$ cat config.mk
export PLATFORM = sky130hd
export DESIGN_NAME = motion_interlock
export DESIGN_NICKNAME = d
export VERILOG_FILES = /design/src/rtl/interlock_pkg.sv /design/src/rtl/perm_if.sv /design/src/rtl/perm_eval.sv /design/src/rtl/motion_interlock.sv
export SDC_FILE = /design/constraint.sdc
export NUM_CORES = 1
export LEC_CHECK = 0
export BUFFER_PORTS_ARGS = -buffer_cell sky130_fd_sc_hd__buf_2
export CORE_ASPECT_RATIO = 1.1
export CORE_MARGIN = 2
export CORE_UTILIZATION = 49
export CTS_CLUSTER_SIZE = 12
export DETAILED_ROUTE_END_ITERATION = 6
export PLACE_DENSITY_LB_ADDON = 0.08
export SYNTH_ARGS = -nofsm -noshare
export SYNTH_HDL_FRONTEND = slang
export SYNTH_HIERARCHICAL = 1
export SYNTH_SLANG_ARGS = --single-unit
$ cat constraint.sdc
create_clock -name clk_i -period 3.6 [get_ports clk_i]
set_input_delay 0.36 -clock clk_i [delete_from_list [all_inputs] [get_ports clk_i]]
set_output_delay 0.36 -clock clk_i [all_outputs]
set_load 0.05 [all_outputs]
$ cat src/rtl/interlock_pkg.sv
// interlock_pkg: register map, field positions, reset values and mode codes
// assumes one controller clock; shared by the interlock top and its testbench
package interlock_pkg;
  localparam logic [7:0] ctrl_addr = 8'h00;
  localparam logic [7:0] inputs_addr = 8'h04;
  localparam logic [7:0] perm_addr = 8'h08;
  localparam logic [7:0] status_addr = 8'h0c;
  localparam logic [7:0] mask_addr = 8'h10;
  // ctrl register fields
  localparam int ctrl_auto_bit = 0;
  localparam int ctrl_pendant_en_bit = 1;
  localparam int ctrl_servo_req_bit = 2;
  localparam int ctrl_brake_req_bit = 3;
  localparam int ctrl_jog_req_bit = 4;
  localparam int ctrl_run_req_bit = 5;
  localparam int ctrl_err_reset_bit = 6;
  localparam logic [31:0] ctrl_reset = 32'h0000_0000;
  localparam logic [3:0] mask_reset = 4'h0;
  // status / mask bit positions
  localparam int ev_door_err = 0;
  localparam int ev_enable_drop = 1;
  localparam int ev_servo_off = 2;
  localparam int ev_perm_denied = 3;
  localparam int ev_count = 4;
  localparam logic [1:0] resp_okay = 2'h0;
  localparam logic [1:0] resp_slverr = 2'h2;
  typedef enum logic [1:0]
  {
    mode_idle_type = 2'b00,
    mode_manual_type = 2'b01,
    mode_auto_type = 2'b10
  } run_mode_type;
endpackage

$ cat src/rtl/perm_if.sv
// perm_if: permission inputs and results passed between top and evaluator
// assumes both ends run on the same clock
`timescale 1ns/1ps
interface perm_if;
  logic auto_mode;
  logic pendant_en;
  logic pendant_sw;
  logic enable_dev;
  logic door_closed;
  logic jog_ok;
  logic brake_ok;
  logic auto_ok;
  logic servo_ok;
  modport evaluator
  (
    input auto_mode, pendant_en, pendant_sw, enable_dev, door_closed,
    output jog_ok, brake_ok, auto_ok, servo_ok
  );
  modport owner
  (
    output auto_mode, pendant_en, pendant_sw, enable_dev, door_closed,
    input jog_ok, brake_ok, auto_ok, servo_ok
  );
endinterface

$ cat src/rtl/perm_eval.sv
// perm_eval: purely combinational permission table
// assumes inputs are already registered and dual lines agreed upon
`timescale 1ns/1ps
module perm_eval
(
  perm_if.evaluator p
);
  logic manual_pend;
  always_comb
  begin
    manual_pend = !p.auto_mode && p.pendant_en && p.pendant_sw;
    // enabling device closed: door ignored; open: door must be closed
    p.jog_ok = manual_pend && (p.enable_dev || p.door_closed);
    p.brake_ok = manual_pend && p.enable_dev;
    p.auto_ok = p.auto_mode && !p.pendant_en && p.door_closed;
    // door open needs both switches; door closed the pendant alone
    p.servo_ok = p.auto_ok || (manual_pend && (p.enable_dev || p.door_closed));
  end
endmodule

$ cat src/rtl/motion_interlock.sv
// motion_interlock: servo, jog, brake and automatic permission interlock
// assumes switch inputs synchronous to clk_i, dual lines wired normally closed
//
// Implementation choices: the register addresses and the AXI4-Lite slave port.
`timescale 1ns/1ps
module motion_interlock
(
  input wire logic clk_i,
  input wire logic sys_rst_i,
  input wire logic clk_en_i,
  input wire logic pendant_sw_light_i,
  input wire logic pendant_sw_force_i,
  input wire logic enable_dev_a_i,
  input wire logic enable_dev_b_i,
  input wire logic door_a_i,
  input wire logic door_b_i,
  input wire logic [7:0] s_axi_awaddr,
  input wire logic s_axi_awvalid,
  output logic s_axi_awready,
  input wire logic [31:0] s_axi_wdata,
  input wire logic [3:0] s_axi_wstrb,
  input wire logic s_axi_wvalid,
  output logic s_axi_wready,
  output logic [1:0] s_axi_bresp,
  output logic s_axi_bvalid,
  input wire logic s_axi_bready,
  input wire logic [7:0] s_axi_araddr,
  input wire logic s_axi_arvalid,
  output logic s_axi_arready,
  output logic [31:0] s_axi_rdata,
  output logic [1:0] s_axi_rresp,
  output logic s_axi_rvalid,
  input wire logic s_axi_rready,
  output logic servo_on_o,
  output logic jog_ok_o,
  output logic brake_release_o,
  output logic auto_run_o,
  output logic fault_o,
  output logic axis_contactor_output_o,
  output logic irq_o
);
  perm_if p();
  perm_eval u_eval
  (
    .p(p)
  );

  logic [31:0] ctrl_reg;
  logic [31:0] ctrl_next;
  logic [3:0] status_reg;
  logic [3:0] status_next;
  logic [3:0] mask_reg;
  logic [3:0] mask_next;
  logic [4:0] in_reg;
  logic [4:0] in_next;
  logic servo_reg;
  logic servo_next;
  logic jog_reg;
  logic jog_next;
  logic brake_reg;
  logic brake_next;
  logic auto_reg;
  logic auto_next;
  logic fault_reg;
  logic fault_next;
  logic axis_contactor_control_reg;
  logic axis_contactor_control_next;
  logic irq_reg;
  logic irq_next;
  logic [3:0] events;

  // bus state
  logic aw_held_reg;
  logic aw_held_next;
  logic w_held_reg;
  logic w_held_next;
  logic [7:0] awaddr_reg;
  logic [7:0] awaddr_next;
  logic [31:0] wdata_reg;
  logic [31:0] wdata_next;
  logic [3:0] wstrb_reg;
  logic [3:0] wstrb_next;
  logic bvalid_reg;
  logic bvalid_next;
  logic [1:0] bresp_reg;
  logic [1:0] bresp_next;
  logic rvalid_reg;
  logic rvalid_next;
  logic [31:0] rdata_reg;
  logic [31:0] rdata_next;
  logic [1:0] rresp_reg;
  logic [1:0] rresp_next;
  logic do_write;
  logic do_read;
  logic awready_reg;
  logic awready_next;
  logic wready_reg;
  logic wready_next;
  logic arready_reg;
  logic arready_next;

  function automatic logic mapped(input logic [7:0] a);
    mapped = (a == interlock_pkg::ctrl_addr) || (a == interlock_pkg::inputs_addr) ||
      (a == interlock_pkg::perm_addr) || (a == interlock_pkg::status_addr) ||
      (a == interlock_pkg::mask_addr);
  endfunction

  function automatic logic [31:0] merge(input logic [31:0] old, input logic [31:0] d,
    input logic [3:0] s);
    logic [31:0] r;
    r = old;
    for (int i = 0; i < 4; i++)
    begin
      if (s[i])
      begin
        r[i*8 +: 8] = d[i*8 +: 8];
      end
    end
    merge = r;
  endfunction

  // input capture: dual lines must agree; one broken line reads as open
  always_comb
  begin
    in_next[0] = pendant_sw_light_i && !pendant_sw_force_i;
    in_next[1] = enable_dev_a_i && enable_dev_b_i;
    in_next[2] = door_a_i && door_b_i;
    in_next[3] = ctrl_reg[interlock_pkg::ctrl_auto_bit];
    in_next[4] = ctrl_reg[interlock_pkg::ctrl_pendant_en_bit];
  end

  assign p.pendant_sw = in_reg[0];
  assign p.enable_dev = in_reg[1];
  assign p.door_closed = in_reg[2];
  assign p.auto_mode = in_reg[3];
  assign p.pendant_en = in_reg[4];

  // permission outputs
  always_comb
  begin
    logic servo_req;
    logic err_clear;
    servo_req = ctrl_reg[interlock_pkg::ctrl_servo_req_bit];
    err_clear = do_write && (awaddr_reg == interlock_pkg::ctrl_addr) && wstrb_reg[0] &&
      wdata_reg[interlock_pkg::ctrl_err_reset_bit];
    fault_next = fault_reg;
    // door opening in automatic run is an error, held until reset with door closed
    if (auto_reg && !p.door_closed)
    begin
      fault_next = 1'b1;
    end
    else if (err_clear && p.door_closed)
    begin
      fault_next = 1'b0;
    end
    // servo withdrawn in the cycle after any condition drops
    servo_next = servo_req && p.servo_ok && !fault_next;
    jog_next = ctrl_reg[interlock_pkg::ctrl_jog_req_bit] && p.jog_ok && servo_next;
    brake_next = ctrl_reg[interlock_pkg::ctrl_brake_req_bit] && p.brake_ok;
    auto_next = ctrl_reg[interlock_pkg::ctrl_run_req_bit] && p.auto_ok && servo_next;
    // contactor follows robot servo state
    axis_contactor_control_next = servo_next;
    events = '0;
    events[interlock_pkg::ev_door_err] = fault_next && !fault_reg;
    events[interlock_pkg::ev_enable_drop] = in_reg[1] == 1'b0 && servo_reg && !p.door_closed;
    events[interlock_pkg::ev_servo_off] = servo_reg && !servo_next;
    events[interlock_pkg::ev_perm_denied] = servo_req && !p.servo_ok && !servo_reg;
  end

  // status, mask, ctrl registers
  always_comb
  begin
    logic [31:0] wmerged;
    logic [31:0] mmerged;
    wmerged = merge(32'h0000_0000, wdata_reg, wstrb_reg);
    mmerged = merge({28'h0, mask_reg}, wdata_reg, wstrb_reg);
    ctrl_next = ctrl_reg;
    mask_next = mask_reg;
    status_next = status_reg;
    if (do_write && awaddr_reg == interlock_pkg::ctrl_addr)
    begin
      ctrl_next = merge(ctrl_reg, wdata_reg, wstrb_reg);
      ctrl_next[interlock_pkg::ctrl_err_reset_bit] = 1'b0;
    end
    if (do_write && awaddr_reg == interlock_pkg::mask_addr)
    begin
      mask_next = mmerged[3:0];
    end
    if (do_write && awaddr_reg == interlock_pkg::status_addr)
    begin
      status_next = status_reg & ~wmerged[3:0];
    end
    // a new event wins over a simultaneous clear
    status_next = status_next | events;
    irq_next = |(status_next & mask_next);
  end

  // axi-lite slave: one write and one read at a time
  always_comb
  begin
    aw_held_next = aw_held_reg;
    w_held_next = w_held_reg;
    awaddr_next = awaddr_reg;
    wdata_next = wdata_reg;
    wstrb_next = wstrb_reg;
    bvalid_next = bvalid_reg;
    bresp_next = bresp_reg;
    rvalid_next = rvalid_reg;
    rdata_next = rdata_reg;
    rresp_next = rresp_reg;
    do_write = aw_held_reg && w_held_reg && !bvalid_reg;
    do_read = s_axi_arvalid && arready_reg;
    if (s_axi_awvalid && awready_reg)
    begin
      aw_held_next = 1'b1;
      awaddr_next = {s_axi_awaddr[7:2], 2'b00};
    end
    if (s_axi_wvalid && wready_reg)
    begin
      w_held_next = 1'b1;
      wdata_next = s_axi_wdata;
      wstrb_next = s_axi_wstrb;
    end
    if (do_write)
    begin
      bvalid_next = 1'b1;
      bresp_next = mapped(awaddr_reg) ? interlock_pkg::resp_okay : interlock_pkg::resp_slverr;
    end
    if (bvalid_reg && s_axi_bready)
    begin
      bvalid_next = 1'b0;
      aw_held_next = 1'b0;
      w_held_next = 1'b0;
    end
    if (do_read)
    begin
      rvalid_next = 1'b1;
      rresp_next = interlock_pkg::resp_okay;
      case ({s_axi_araddr[7:2], 2'b00})
        interlock_pkg::ctrl_addr: rdata_next = ctrl_reg;
        interlock_pkg::inputs_addr: rdata_next = {27'h0, in_reg};
        interlock_pkg::perm_addr: rdata_next = {26'h0, axis_contactor_control_reg, fault_reg, auto_reg,
          brake_reg, jog_reg, servo_reg};
        interlock_pkg::status_addr: rdata_next = {28'h0, status_reg};
        interlock_pkg::mask_addr: rdata_next = {28'h0, mask_reg};
        default:
        begin
          rdata_next = 32'h0000_0000;
          rresp_next = interlock_pkg::resp_slverr;
        end
      endcase
    end
    else if (rvalid_reg && s_axi_rready)
    begin
      rvalid_next = 1'b0;
    end
    // a slot reopens only once its response is taken, so nothing is captured twice
    awready_next = !aw_held_next;
    wready_next = !w_held_next;
    arready_next = !rvalid_next;
  end

  // registers; clock enable freezes every state element
  always_ff @(posedge clk_i or posedge sys_rst_i)
  begin
    if (sys_rst_i)
    begin
      ctrl_reg <= interlock_pkg::ctrl_reset;
      mask_reg <= interlock_pkg::mask_reset;
      status_reg <= 4'h0;
      in_reg <= 5'h00;
      servo_reg <= 1'b0;
      jog_reg <= 1'b0;
      brake_reg <= 1'b0;
      auto_reg <= 1'b0;
      fault_reg <= 1'b0;
      axis_contactor_control_reg <= 1'b0;
      irq_reg <= 1'b0;
      aw_held_reg <= 1'b0;
      w_held_reg <= 1'b0;
      awaddr_reg <= 8'h00;
      wdata_reg <= 32'h0000_0000;
      wstrb_reg <= 4'h0;
      bvalid_reg <= 1'b0;
      bresp_reg <= 2'h0;
      rvalid_reg <= 1'b0;
      rdata_reg <= 32'h0000_0000;
      rresp_reg <= 2'h0;
      awready_reg <= 1'b0;
      wready_reg <= 1'b0;
      arready_reg <= 1'b0;
    end
    else if (clk_en_i)
    begin
      ctrl_reg <= ctrl_next;
      mask_reg <= mask_next;
      status_reg <= status_next;
      in_reg <= in_next;
      servo_reg <= servo_next;
      jog_reg <= jog_next;
      brake_reg <= brake_next;
      auto_reg <= auto_next;
      fault_reg <= fault_next;
      axis_contactor_control_reg <= axis_contactor_control_next;
      irq_reg <= irq_next;
      aw_held_reg <= aw_held_next;
      w_held_reg <= w_held_next;
      awaddr_reg <= awaddr_next;
      wdata_reg <= wdata_next;
      wstrb_reg <= wstrb_next;
      bvalid_reg <= bvalid_next;
      bresp_reg <= bresp_next;
      rvalid_reg <= rvalid_next;
      rdata_reg <= rdata_next;
      rresp_reg <= rresp_next;
      awready_reg <= awready_next;
      wready_reg <= wready_next;
      arready_reg <= arready_next;
    end
  end

  assign s_axi_awready = awready_reg;
  assign s_axi_wready = wready_reg;
  assign s_axi_arready = arready_reg;
  assign s_axi_bvalid = bvalid_reg;
  assign s_axi_bresp = bresp_reg;
  assign s_axi_rvalid = rvalid_reg;
  assign s_axi_rdata = rdata_reg;
  assign s_axi_rresp = rresp_reg;
  assign servo_on_o = servo_reg;
  assign jog_ok_o = jog_reg;
  assign brake_release_o = brake_reg;
  assign auto_run_o = auto_reg;
  assign fault_o = fault_reg;
  assign axis_contactor_output_o = axis_contactor_control_reg;
  assign irq_o = irq_reg;
endmodule

==> qor.yml <==
status: "complete, no violations"
ys_top_cells_by_area: "dfrtp_1 60%, mux2_2 16%, a22o_1 4.0%"
critPathSlowestCell: "dfrtp_1"
first_global_vias: 3661
cp_max_fo: 8
placed_cells: 642
clock_sinks: 132
regToRegSetupSlack_ps: 1700
fin_crit_sh: 0.527
crit_path_max_incr_delay_ps: 460
cts_buffers: 17
initial_core_util: 0.501
die-area_mm2: 0.0120
cp-end-kind: "flip-flop"
grt.total_usage: 0.202
final_nets: 580
rows: 40
routabilityCongestion: 0.874
die_h_um: 115
dp_hpwl_um: 7560
seq_area_mm2: 0.00330
drive_gt1_frac: 0.455
hold_violations: 0
detail-route-antenna-nets: 0
power_density_mw_per_mm2: 709
clk_pin_slew_worst_paths_ps: 60
postCtsSetupRepairBufs: 0
vdd_ir_drop_max_v: 0.000479
postCtsHoldBufs: 0
worstSetupPathType: "reg -> reg"
syn_to_final_growth_pct: 24.5
maxCapViolCount: 0
postSynthAreaPerCell_um2: 13.6
grt_max_degree: 59
async_flop_share: 1.00
hold_path_class: "in -> async"
worstPathCellList: "and4bb_2 -> nand3_1 -> a21oi_1 -> nor2_1 -> o41a_1"
die_x_um: 105
grt_setup_unrepaired: "false"
antenna_found_initial: 0
yosysTopAreaCell: "dfrtp_1"
drt_iter0_drc: 193
root_buffer: "clkbuf_16"
required_ps: 3880
setup_tns_ps: 0
setup_viol_count_final: 0
max_freq_ghz: 0.527
synth_cell_types: 48
grt_pass1_wl_um: 18600
ys.flop_type: "dfrtp_1"
firstDrtPassIters: 5
ctsResizeCount: 0
num_vias: 3675
worstSetupStartpoint: "s_axi_bvalid$_DFFE_PP0P_"
cellLeakagePower_uw: 0.00337
rr_startpoint: "s_axi_bvalid$_DFFE_PP0P_"
diodes: 0
final_cells: 674
tightest_slew_ps: 708
max_slew_margin: 0.527
synth_edf_count: 0
seq_area_frac_synth: 0.604
syn-cell-area_mm2: 0.00547
cts_tree: "done"
cp.depth: 5
clk_latency_ps: 420
stdcell_area_mm2: 0.00680
ys_ff_latch: 132
vias_per_cell: 5.45
finClkSkew_ps: 13.2
fillers: 934
clockBufferDepth: 2
drc: 0
io_buffers: 106
drv_slew: 0
ys.warnings.count: 6
place_area_mm2: 0.00615
multi_input_area_mm2: 0.00202
min_period_ps: 1900
cp_top_family: "compound AO/OA/AOI/OAI gates"
rr_worst_depth: 5
core_area_mm2: 0.0109
yosys.area.top_type_share: 0.604
wl_per_cell_um: 16.9
arrival_ps: 2180
routed_wl_um: 11400
path_buf_inv: 0
htree_levels: 4
largest_reg_flops: 32
syn_inst: 402
io_pins: 114
startpoint_type: "flip-flop"
gr-total-overflow: 0
-- where the power goes --
group          switching (uW)  leakage (uW)  total (uW)  internal [uW]
Sequential                271       0.00169        2130           1860
Clock                     629      0.000308        1870           1240
Combinational             415       0.00137         826            411
-- metrics by stage --
step / total power [uW] / setup slack [ps] / util / hold slack (ps)
4_1_cts: 4870 / 1730 / 0.623 / 57.4
3_5_place_dp: 2990 / 1640 / 0.564 / 469
3_3_place_gp: 2930 / 1650 / 0.564 / 459
5_1_grt: 5050 / 1600 / 0.623 / 103
2_1_floorplan: 2740 / 1600 / - / 453
6_report: 4820 / 1700 / 0.623 / 51.8
-- layout make-up --
type / instances / area share
Timing Repair Buffer: 111 / 0.0854
Clock buffer: 18 / 0.0646
Tap cell: 147 / 0.0270
Sequential cell: 132 / 0.486
Inverter: 17 / 0.00993
Clock inverter: 14 / 0.0307
Multi-Input combinational cell: 235 / 0.297
-- layout by cell type, fill, tap and decap left out, types with 2 or more instances in the layout --
cell type and instances:
nand3_2 2, a22o_1 25, clkinvlp_4 5, dfrtp_1 132
a41oi_1 2, inv_1 15, a32oi_1 2, nand2_2 4
clkbuf_16 17, o31ai_1 3, and3b_1 2, bufinv_16 5
o2bb2ai_1 3, a21oi_1 12, mux4_2 4, o21ai_0 15
nor2b_1 4, a21o_1 2, buf_4 4, mux2_2 77
nor2_1 12, o22ai_1 2, nand2b_1 3, clkinv_2 4
mux2i_1 8, buf_2 106, nand2_1 16, a2bb2oi_1 2
nand3_1 7, conb_1 3, a31oi_1 6, or2_2 2
-- layer usage --
metal | track usage | part of all wire | wire length [um]
met1 | 0.248 | 0.40 | 4610
met2 | 0.338 | 0.52 | 5900
met3 | 0.0646 | 0.065 | 740
met4 | 0.0791 | 0.013 | 148
met5 | 0 | 0 | 0
-- cell usage after synthesis (all sizes together), types with 3 or more instances --
cell type  number
nand2b          3
dfrtp         132
a22o           25
nand3           9
buf            10
a21oi          12
o21ai          15
inv            16
a31oi           6
mux2           78
nor2b           4
o2bb2ai         3
mux2i           8
nand2          20
nor2           12
mux4            4
clkbuf         10
o31ai           3
-- logic make-up after synthesis --
logic type | synth area share
flops | 0.604
other cells | 0.000686
buf+inv | 0.0295
simple gates | 0.0696
compound gates | 0.103
mux | 0.193
-- final timing paths --
path	endpoint
worst max-delay path	irq_o$_DFFE_PP0P_
worst min-delay path	s_axi_rdata[26]$_DFFE_PP0P_
worst max register to register	irq_o$_DFFE_PP0P_
worst min register to register	s_axi_rdata[0]$_DFFE_PP0P_
max in group asynchronous	s_axi_rdata[8]$_DFFE_PP0P_
min in group clk_i	in_reg[0]$_DFFE_PP0P_
Note: power is estimated with default switching activity, not from simulation.
